### src/rtl/isg_cfg.svh
// register map, field positions and reset values of the interrupt status block
`ifndef ISG_CFG_SVH
`define ISG_CFG_SVH
`define ISG_ADDR_IRQ_MODE   8'h28
`define ISG_ADDR_EVT_MASK   8'h29
`define ISG_ADDR_EVT_SUM    8'h2A
`define ISG_ADDR_CLIP_STAT  8'h2B
`define ISG_ADDR_PIN_DIR    8'h2C
`define ISG_ADDR_PIN_POL    8'h2D
`define ISG_ADDR_PIN_TRIG   8'h2E
`define ISG_ADDR_PIN_STAT   8'h2F
`define ISG_ADDR_PIN_MASK   8'h30
`define ISG_BIT_UNLOCK      7
`define ISG_BIT_LOCK        6
`define ISG_BIT_RAMP_UP     5
`define ISG_BIT_RAMP_DOWN   4
`define ISG_BIT_MUTE        3
`define ISG_BIT_CLIP        2
`define ISG_BIT_PIN         1
`define ISG_BIT_STYLE_HI    7
`define ISG_BIT_STYLE_LO    6
`define ISG_BIT_CLIP_TRIG   0
`define ISG_EVT_MASK_BITS   8'hFC
`define ISG_RST_BYTE        8'h00
`define ISG_RST_POL         7'h7F
`endif

### src/rtl/isg_pkg.sv
// types shared by the interrupt status and pin logic
package isg_pkg;
    typedef logic [7:0] isg_byte_t;
    // interrupt pin signalling, in field order 00, 01, 10, 11
    typedef enum logic [1:0] {
        ISG_IRQ_HIGH,
        ISG_IRQ_LOW,
        ISG_IRQ_OD_LOW,
        ISG_IRQ_RSVD
    } isg_irq_style_t;
endpackage

### src/rtl/isg_pin_cell.sv
// one general purpose pin: input capture, status bit and output driver
`timescale 1ns/1ps
`default_nettype none
module isg_pin_cell (
    // clock and reset
    input  wire logic clk,
    input  wire logic rst_b,
    // pin
    input  wire logic pin_in,
    output var  logic pin_out_q,
    output var  logic pin_oe_q,
    // configuration
    input  wire logic dir,
    input  wire logic pol,
    input  wire logic trig,
    // status access
    input  wire logic wr_en,
    input  wire logic wr_val,
    input  wire logic rd_clr,
    output var  logic stat_q,
    output var  logic stat_d
);
    logic s1_q;
    logic s2_q;
    logic s3_q;
    wire  act_now  = pol ? s2_q : ~s2_q;
    wire  act_prev = pol ? s3_q : ~s3_q;
    // edge into the active level; both taps use the current polarity, so a polarity change alone fakes no edge
    wire  rise     = act_now & ~act_prev;

    // two stage synchroniser, third stage only for edge finding
    always_ff @(posedge clk) begin
        if (!rst_b) begin
            s1_q <= 1'b0;
            s2_q <= 1'b0;
            s3_q <= 1'b0;
        end else begin
            s1_q <= pin_in;
            s2_q <= s1_q;
            s3_q <= s2_q;
        end
    end

    // next status value
    always_comb begin
        if (dir) begin
            stat_d = wr_en ? wr_val : stat_q;
        end else if (trig) begin
            // edge sticky, read clears, set wins
            stat_d = rise | (stat_q & ~rd_clr);
        end else begin
            stat_d = act_now;
        end
    end

    // status and driver flops; open drain only ever pulls low
    always_ff @(posedge clk) begin
        if (!rst_b) begin
            stat_q    <= 1'b0;
            pin_out_q <= 1'b0;
            pin_oe_q  <= 1'b0;
        end else begin
            stat_q    <= stat_d;
            pin_out_q <= dir & ~pol & stat_d;
            pin_oe_q  <= dir & (pol ? ~stat_d : 1'b1);
        end
    end
endmodule
`default_nettype wire

### src/rtl/isg_top.sv
// interrupt status collection, interrupt pin and general purpose pin control
`timescale 1ns/1ps
`default_nettype none
`include "isg_cfg.svh"
module isg_top
    import isg_pkg::*;
#(
    parameter int NUM_PINS = 7,
    parameter int NUM_CH   = 6,
    parameter int NUM_PMSK = 4
) (
    // clock and reset
    input  wire logic                REF_CLK,
    input  wire logic                RST_B,
    // control port register access
    input  wire logic [7:0]          REG_ADDR,
    input  wire logic                REG_WR,
    input  wire logic                REG_RD,
    input  wire logic [7:0]          REG_WDATA,
    output var  logic [7:0]          REG_RDATA,
    output var  logic                REG_RVALID,
    // events from converter, volume and mute sequencers
    input  wire logic                UNLOCK_DET,
    input  wire logic                LOCK_DET,
    input  wire logic                RAMP_UP_DONE,
    input  wire logic                RAMP_DOWN_DONE,
    input  wire logic                MUTE_DONE,
    // per channel clipping from the output stage
    input  wire logic [NUM_CH-1:0]   CLIP_DET,
    // general purpose pins
    input  wire logic [NUM_PINS-1:0] GPIO_IN,
    output var  logic [NUM_PINS-1:0] GPIO_OUT,
    output var  logic [NUM_PINS-1:0] GPIO_OE,
    // interrupt pin
    output var  logic                IRQ_OUT,
    output var  logic                IRQ_OE
);
    // configuration registers
    isg_irq_style_t      style_q;
    logic                clip_trig_q;
    isg_byte_t           emask_q;
    logic [NUM_PINS-1:0] dir_q;
    logic [NUM_PINS-1:0] pol_q;
    logic [NUM_PINS-1:0] trig_q;
    logic [NUM_PMSK-1:0] pmask_q;
    // status registers
    logic                unlock_q;
    logic                unlock_d;
    logic                lock_q;
    logic                lock_d;
    logic                rup_q;
    logic                rup_d;
    logic                rdn_q;
    logic                rdn_d;
    logic                mute_q;
    logic                mute_d;
    logic                clip_sum_q;
    logic                clip_sum_d;
    logic                pin_sum_q;
    logic                pin_sum_d;
    logic [NUM_CH-1:0]   clip_q;
    logic [NUM_CH-1:0]   clip_d;
    logic [NUM_PINS-1:0] pin_stat_q;
    logic [NUM_PINS-1:0] pin_stat_d;
    logic [NUM_PINS-1:0] pin_out;
    logic [NUM_PINS-1:0] pin_oe;
    logic [NUM_PINS-1:0] pmask_full;
    logic                irq_out_d;
    logic                irq_oe_d;

    // address decode
    wire sel_mode = REG_ADDR == `ISG_ADDR_IRQ_MODE;
    wire sel_emsk = REG_ADDR == `ISG_ADDR_EVT_MASK;
    wire sel_sum  = REG_ADDR == `ISG_ADDR_EVT_SUM;
    wire sel_clip = REG_ADDR == `ISG_ADDR_CLIP_STAT;
    wire sel_dir  = REG_ADDR == `ISG_ADDR_PIN_DIR;
    wire sel_pol  = REG_ADDR == `ISG_ADDR_PIN_POL;
    wire sel_trig = REG_ADDR == `ISG_ADDR_PIN_TRIG;
    wire sel_stat = REG_ADDR == `ISG_ADDR_PIN_STAT;
    wire sel_pmsk = REG_ADDR == `ISG_ADDR_PIN_MASK;
    // strobes; a read has side effects only on the read cycle
    wire wr_mode  = REG_WR & sel_mode;
    wire wr_emsk  = REG_WR & sel_emsk;
    wire wr_dir   = REG_WR & sel_dir;
    wire wr_pol   = REG_WR & sel_pol;
    wire wr_trig  = REG_WR & sel_trig;
    wire wr_stat  = REG_WR & sel_stat;
    wire wr_pmsk  = REG_WR & sel_pmsk;
    wire rd_sum   = REG_RD & sel_sum;
    wire rd_clip  = REG_RD & sel_clip;
    wire rd_stat  = REG_RD & sel_stat;

    // configuration writes
    always_ff @(posedge REF_CLK) begin
        if (!RST_B) begin
            style_q     <= ISG_IRQ_HIGH;
            clip_trig_q <= 1'b0;
            emask_q     <= `ISG_RST_BYTE;
            dir_q       <= '0;
            pol_q       <= `ISG_RST_POL;
            trig_q      <= '0;
            pmask_q     <= '0;
        end else begin
            if (wr_mode) begin
                style_q     <= isg_irq_style_t'(REG_WDATA[7:6]);
                clip_trig_q <= REG_WDATA[`ISG_BIT_CLIP_TRIG];
            end
            if (wr_emsk) begin
                emask_q <= REG_WDATA & `ISG_EVT_MASK_BITS;
            end
            if (wr_dir) begin
                dir_q <= REG_WDATA[NUM_PINS-1:0];
            end
            if (wr_pol) begin
                pol_q <= REG_WDATA[NUM_PINS-1:0];
            end
            if (wr_trig) begin
                trig_q <= REG_WDATA[NUM_PINS-1:0];
            end
            if (wr_pmsk) begin
                pmask_q <= REG_WDATA[NUM_PMSK-1:0];
            end
        end
    end

    // mask bits exist for the low pins only; upper pins never interrupt
    assign pmask_full = NUM_PINS'(pmask_q);

    // converter lock state: the newest report wins, unlock beats lock
    always_comb begin
        unlock_d = (UNLOCK_DET & emask_q[`ISG_BIT_UNLOCK])
                 | (unlock_q & ~rd_sum & ~LOCK_DET);
        lock_d   = (LOCK_DET & ~UNLOCK_DET & emask_q[`ISG_BIT_LOCK])
                 | (lock_q & ~rd_sum & ~UNLOCK_DET);
    end

    // edge events; a set in the read cycle survives the read
    // summary read clears
    assign rup_d  = (RAMP_UP_DONE & emask_q[`ISG_BIT_RAMP_UP])
                  | (rup_q & ~rd_sum);
    assign rdn_d  = (RAMP_DOWN_DONE & emask_q[`ISG_BIT_RAMP_DOWN])
                  | (rdn_q & ~rd_sum);
    assign mute_d = (MUTE_DONE & emask_q[`ISG_BIT_MUTE])
                  | (mute_q & ~rd_sum);

    // channel flags ignore the clip mask so software can poll them
    // no mask applied
    always_comb begin
        if (clip_trig_q) begin
            clip_d = CLIP_DET | (clip_q & ~{NUM_CH{rd_clip}});
        end else begin
            clip_d = CLIP_DET;
        end
    end

    // summaries use next values so a clearing read never leaves a stale set
    // clip summary from all flags
    assign clip_sum_d = (|clip_d & emask_q[`ISG_BIT_CLIP])
                      | (clip_sum_q & ~rd_clip);
    assign pin_sum_d  = |(pin_stat_d & pmask_full & ~dir_q)
                      | (pin_sum_q & ~rd_stat);

    // status flops
    always_ff @(posedge REF_CLK) begin
        if (!RST_B) begin
            unlock_q   <= 1'b0;
            lock_q     <= 1'b0;
            rup_q      <= 1'b0;
            rdn_q      <= 1'b0;
            mute_q     <= 1'b0;
            clip_sum_q <= 1'b0;
            pin_sum_q  <= 1'b0;
            clip_q     <= '0;
        end else begin
            unlock_q   <= unlock_d;
            lock_q     <= lock_d;
            rup_q      <= rup_d;
            rdn_q      <= rdn_d;
            mute_q     <= mute_d;
            clip_sum_q <= clip_sum_d;
            pin_sum_q  <= pin_sum_d;
            clip_q     <= clip_d;
        end
    end

    // one cell per general purpose pin
    genvar gi;
    generate
        for (gi = 0; gi < NUM_PINS; gi++) begin : g_pin
            isg_pin_cell u_cell (
                .clk       (REF_CLK),
                .rst_b     (RST_B),
                .pin_in    (GPIO_IN[gi]),
                .pin_out_q (pin_out[gi]),
                .pin_oe_q  (pin_oe[gi]),
                .dir       (dir_q[gi]),
                .pol       (pol_q[gi]),
                .trig      (trig_q[gi]),
                .wr_en     (wr_stat),
                .wr_val    (REG_WDATA[gi]),
                .rd_clr    (rd_stat),
                .stat_q    (pin_stat_q[gi]),
                .stat_d    (pin_stat_d[gi])
            );
        end
    endgenerate

    // summary view and interrupt request
    wire [7:0] sum_view = {unlock_q, lock_q, rup_q, rdn_q, mute_q,
                           clip_sum_q, pin_sum_q, 1'b0};
    // only unmasked events reach the pin; the pin summary skips the event mask and is gated by the pin mask instead
    wire irq_any = |(sum_view & emask_q) | pin_sum_q;

    // pin signalling style; reserved code keeps the pin idle
    always_comb begin
        case (style_q)
            ISG_IRQ_HIGH: begin
                irq_out_d = irq_any;
                irq_oe_d  = 1'b1;
            end
            ISG_IRQ_LOW: begin
                irq_out_d = ~irq_any;
                irq_oe_d  = 1'b1;
            end
            ISG_IRQ_OD_LOW: begin
                irq_out_d = 1'b0;
                irq_oe_d  = irq_any;
            end
            default: begin
                irq_out_d = 1'b0;
                irq_oe_d  = 1'b0;
            end
        endcase
    end

    // read data select; unmapped addresses read zero
    wire [7:0] rd_mux =
        sel_mode ? {style_q, 5'h00, clip_trig_q} :
        sel_emsk ? emask_q :
        sel_sum  ? sum_view :
        sel_clip ? 8'(clip_q) :
        sel_dir  ? 8'(dir_q) :
        sel_pol  ? 8'(pol_q) :
        sel_trig ? 8'(trig_q) :
        sel_stat ? 8'(pin_stat_q) :
        sel_pmsk ? 8'(pmask_q) : `ISG_RST_BYTE;

    // registered outputs; interrupt lags the summary by one cycle
    always_ff @(posedge REF_CLK) begin
        if (!RST_B) begin
            REG_RDATA  <= `ISG_RST_BYTE;
            REG_RVALID <= 1'b0;
            IRQ_OUT    <= 1'b0;
            IRQ_OE     <= 1'b0;
            GPIO_OUT   <= '0;
            GPIO_OE    <= '0;
        end else begin
            REG_RDATA  <= REG_RD ? rd_mux : `ISG_RST_BYTE;
            REG_RVALID <= REG_RD;
            IRQ_OUT    <= irq_out_d;
            IRQ_OE     <= irq_oe_d;
            GPIO_OUT   <= pin_out;
            GPIO_OE    <= pin_oe;
        end
    end
endmodule
`default_nettype wire

### config.mk
export PLATFORM = sky130hd
export DESIGN_NAME = isg_top
export DESIGN_NICKNAME = d
export VERILOG_FILES = /design/src/rtl/isg_pkg.sv /design/src/rtl/isg_pin_cell.sv /design/src/rtl/isg_top.sv
export VERILOG_INCLUDE_DIRS = /design/src /design/src/rtl
export SDC_FILE = /design/constraint.sdc
export NUM_CORES = 1
export LEC_CHECK = 0
export ABC_AREA = 1
export ABC_CLOCK_PERIOD_IN_PS = 1450
export BUFFER_PORTS_ARGS = -buffer_cell sky130_fd_sc_hd__buf_4
export CAP_MARGIN = 20
export CORE_AREA = 8 8 105 107
export DETAILED_ROUTE_END_ITERATION = 6
export DIE_AREA = 0 0 113 115
export PLACE_DENSITY_LB_ADDON = 0.2
export SLEW_MARGIN = 10
export SYNTH_ARGS = -nofsm -noshare
export SYNTH_HDL_FRONTEND = slang
export SYNTH_SLANG_ARGS = --single-unit
### constraint.sdc
create_clock -name REF_CLK -period 1.45 [get_ports REF_CLK]
set_input_delay 0.29 -clock REF_CLK [delete_from_list [all_inputs] [get_ports REF_CLK]]
set_output_delay 0.29 -clock REF_CLK [all_outputs]
set_load 0.01 [all_outputs]
==> results.sh <==
export IMPL_outcome="complete, no violations"
export IMPL_async_flop_share=0
export IMPL_synth_top_area_share=0.478
export IMPL_path_class="flip-flop to output port"
export IMPL_internal_power_w=0.00568
export IMPL_diodes=0
export IMPL_synth_seq_cells=114
export IMPL_seq_power_share=0.432
export IMPL_place_congestion=0.913
export IMPL_die_area_sq_mm=0.0130
export IMPL_clkPwrFrac=0.514
export IMPL_seq_area_frac_synth=0.478
export IMPL_synthTopCellsByArea="dfxtp_1 (48%), nand2_1 (12%), inv_1 (9.0%)"
export IMPL_antenna_found_initial=0
export IMPL_period_needed_ns=1.29
export IMPL_nets=814
export IMPL_syn_cell_area_sq_mm=0.00477
export IMPL_pin_count=63
export IMPL_routed_wl_microns=13400
export IMPL_die_width_microns=113
export IMPL_fin_crit_sh=0.888
export IMPL_cp_slowest_stage_delay_ns=0.35
export IMPL_clk_pin_slew_worst_paths_ns=0.06
export IMPL_cts_htree_levels=4
export IMPL_p_total_w=0.00741
export IMPL_via_count=4575
export IMPL_overflow=0
export IMPL_synth_edf_count=0
export IMPL_synth_cell_types=31
export IMPL_syn_to_final_growth_pct=32.7
export IMPL_tns_ns=0
export IMPL_endpoint_kind="output port"
export IMPL_drt_iter0_drc=361
export IMPL_critPathLaunchType="flip-flop"
export IMPL_clock_sinks=114
export IMPL_setup_violations=0
export IMPL_syn_instance_count=654
export IMPL_clockBufferDepth=2
export IMPL_crit_fanout=1
export IMPL_finalMaxSlewViolations=0
export IMPL_synth_common_cells="nand2_1 (152), dfxtp_1 (114), inv_1 (114)"
export IMPL_first_pass_iters=5
export IMPL_worst_ep_required_time_ns=1.16
export IMPL_clockRootBuffer="clkbuf_8"
export IMPL_drv_cap=0
export IMPL_slew_headroom=0.756
export IMPL_post_cts_resized=0
export IMPL_power_switching_w=0.00174
export IMPL_crit_buf_inv=1
export IMPL_wl_per_cell_microns=14.9
export IMPL_r2r_slack_ns=0.18
export IMPL_clk_latency_ns=0.52
export IMPL_ys_flop_type="dfxtp_1"
export IMPL_p_leak_nw=3.15
export IMPL_cpMaxStageDelayCell="dfxtp_1"
export IMPL_hold_class="input pin to flip-flop"
export IMPL_path_cells="buf_4"
export IMPL_synth_most_common_cell="nand2_1"
export IMPL_fin_worst_skew_ns=0.00794
export IMPL_yosysWarnings=0
export IMPL_grt_max_degree=50
export IMPL_core_sq_mm=0.00946
export IMPL_switching_share=0.235
export IMPL_timing_fmax_mhz=776
export IMPL_grt_pass1_wl_microns=21600
export IMPL_die_h_microns=115
export IMPL_cts_tree="yes"
export IMPL_power_density_mw_per_mm2=1170
export IMPL_num_rows=36
export IMPL_rsz0062_at_grt="false"
export IMPL_yosysTopAreaCell="dfxtp_1"
export IMPL_hpwl_microns=9940
export IMPL_hold_viol=0
export IMPL_cts_buffers=17
export IMPL_grtUsageTotal=0.212
export IMPL_port_buffers=62
export IMPL_syn_avg_cell_area_sq_um=7.29
export IMPL_via_per_inst=5.07
export IMPL_drive_gt1_frac=0.218
export IMPL_grt_pass1_vias=4456
export IMPL_ant_nets=0
export IMPL_synth_nets=692
export IMPL_tightest_slew_ns=0.362
export IMPL_whs_ns=0.0355
export IMPL_cp_top_family="flip-flops"
export IMPL_worst_ir_drop_vdd_mv=0.741
export IMPL_combinationalPowerShare=0.054
export IMPL_cp_arrival_ns=1.00
export IMPL_drc=0
export IMPL_start_util=0.504
## worst paths after layout
kind	startpoint	to	depth (start not counted)
worst max-delay path	REG_RDATA[5]	REG_RDATA[5]	1
worst min-delay path	REG_WDATA[5]	pol_q[5]	3
worst max register to register	emask_q[7]	IRQ_OUT	5
worst min register to register	g_pin[6].u_cell.pin_out_q	GPIO_OUT[6]	2
## cell families (layout without fill, tap and decap cells)
group	count (synthesis)	after routing	synth area share
AO/OA/AOI/OAI	122	122	0.143
buffers and inverters	136	271	0.113
flip-flops	114	114	0.478
AND/OR/NAND/NOR	282	282	0.266
## worst register-to-register path: stages, from the launching register on
cell and delay (ns):
dfxtp_1 0.33, inv_1 0.08, o21ai_0 0.09, nor3b_1 0.34
nand3_1 0.11, a211oi_1 0.23
## power groups by stage
stage / Sequential [W] / Clock (W) / Combinational, W
CTS: 0.00320 / 0.00384 / 0.000395
floorplan: 0.00327 / 0 / 0.000175
global route: 0.00321 / 0.00400 / 0.000435
finish: 0.00320 / 0.00381 / 0.000397
detailed placement: 0.00327 / 0 / 0.000375
global placement: 0.00327 / 0 / 0.000370
## per-stage QoR
stage | worst slack, ns | std cells | util | area, sq um
after floorplan | 0.0707 | 654 | - | 4770
after global routing | 0.0508 | 903 | 0.669 | 6330
after CTS | 0.144 | 903 | 0.669 | 6330
after detailed placement | -0.320 | 863 | 0.603 | 5700
final | 0.162 | 903 | 0.669 | 6330
after global placement | -0.300 | 863 | 0.603 | 5700
## timing repair
| action | 4_1_cts | 5_1_grt |
|---|---|---|
| endpoints found under the hold margin | 8 | 0 |
| hold buffers | 8 | 0 |
| setup buffers | 0 | 0 |
## sequential cells by signal (all words and copies together), names as in the netlist, 2 cells and up
name	cells
pol_q	7
GPIO_OE	7
style_q	2
clip_q	6
emask_q	6
REG_RDATA	8
dir_q	7
pmask_q	4
g_pin.u_cell.s2_q	7
trig_q	7
g_pin.u_cell.s3_q	7
GPIO_OUT	7
g_pin.u_cell.stat_q	7
g_pin.u_cell.pin_oe_q	7
g_pin.u_cell.pin_out_q	7
g_pin.u_cell.s1_q	7
## placed cells by master, fill, tap and decap left out, types with 4 or more instances in the layout
cell type,Yosys,layout
a211oi_2,6,6
a21oi_1,53,53
a31oi_1,4,4
buf_4,0,110
clkbuf_16,0,16
clkinv_2,0,4
clkinv_4,0,5
dfxtp_1,114,114
dlygate4sd3_1,0,8
inv_1,114,114
inv_2,4,4
nand2_1,152,152
nand2_2,5,5
nand3_1,21,21
nand3_2,5,5
nand4_1,13,13
nor2_1,53,53
nor3_1,20,20
o211ai_1,4,4
o21ai_0,45,45
o21ai_1,4,4
## metal layers
| metal | global-route usage | wire, microns | vias to the layer above |
|---|---|---|---|
| li1 | - | - | 2319 |
| met1 | 0.258 | 6040 | 2056 |
| met2 | 0.344 | 6150 | 163 |
| met3 | 0.0515 | 817 | 37 |
| met4 | 0.112 | 426 | 0 |
| met5 | 0 | 0 | - |
## area by class of cell
cell class	instances	area, sq um
clock buffer	20	435
clock inverter	12	110
fill	838	3130
sequential	114	2280
tap	114	143
multi-input combinational	404	1950
inverter	118	443
timing repair buffer	121	966
(Power assumes the default switching activity.)
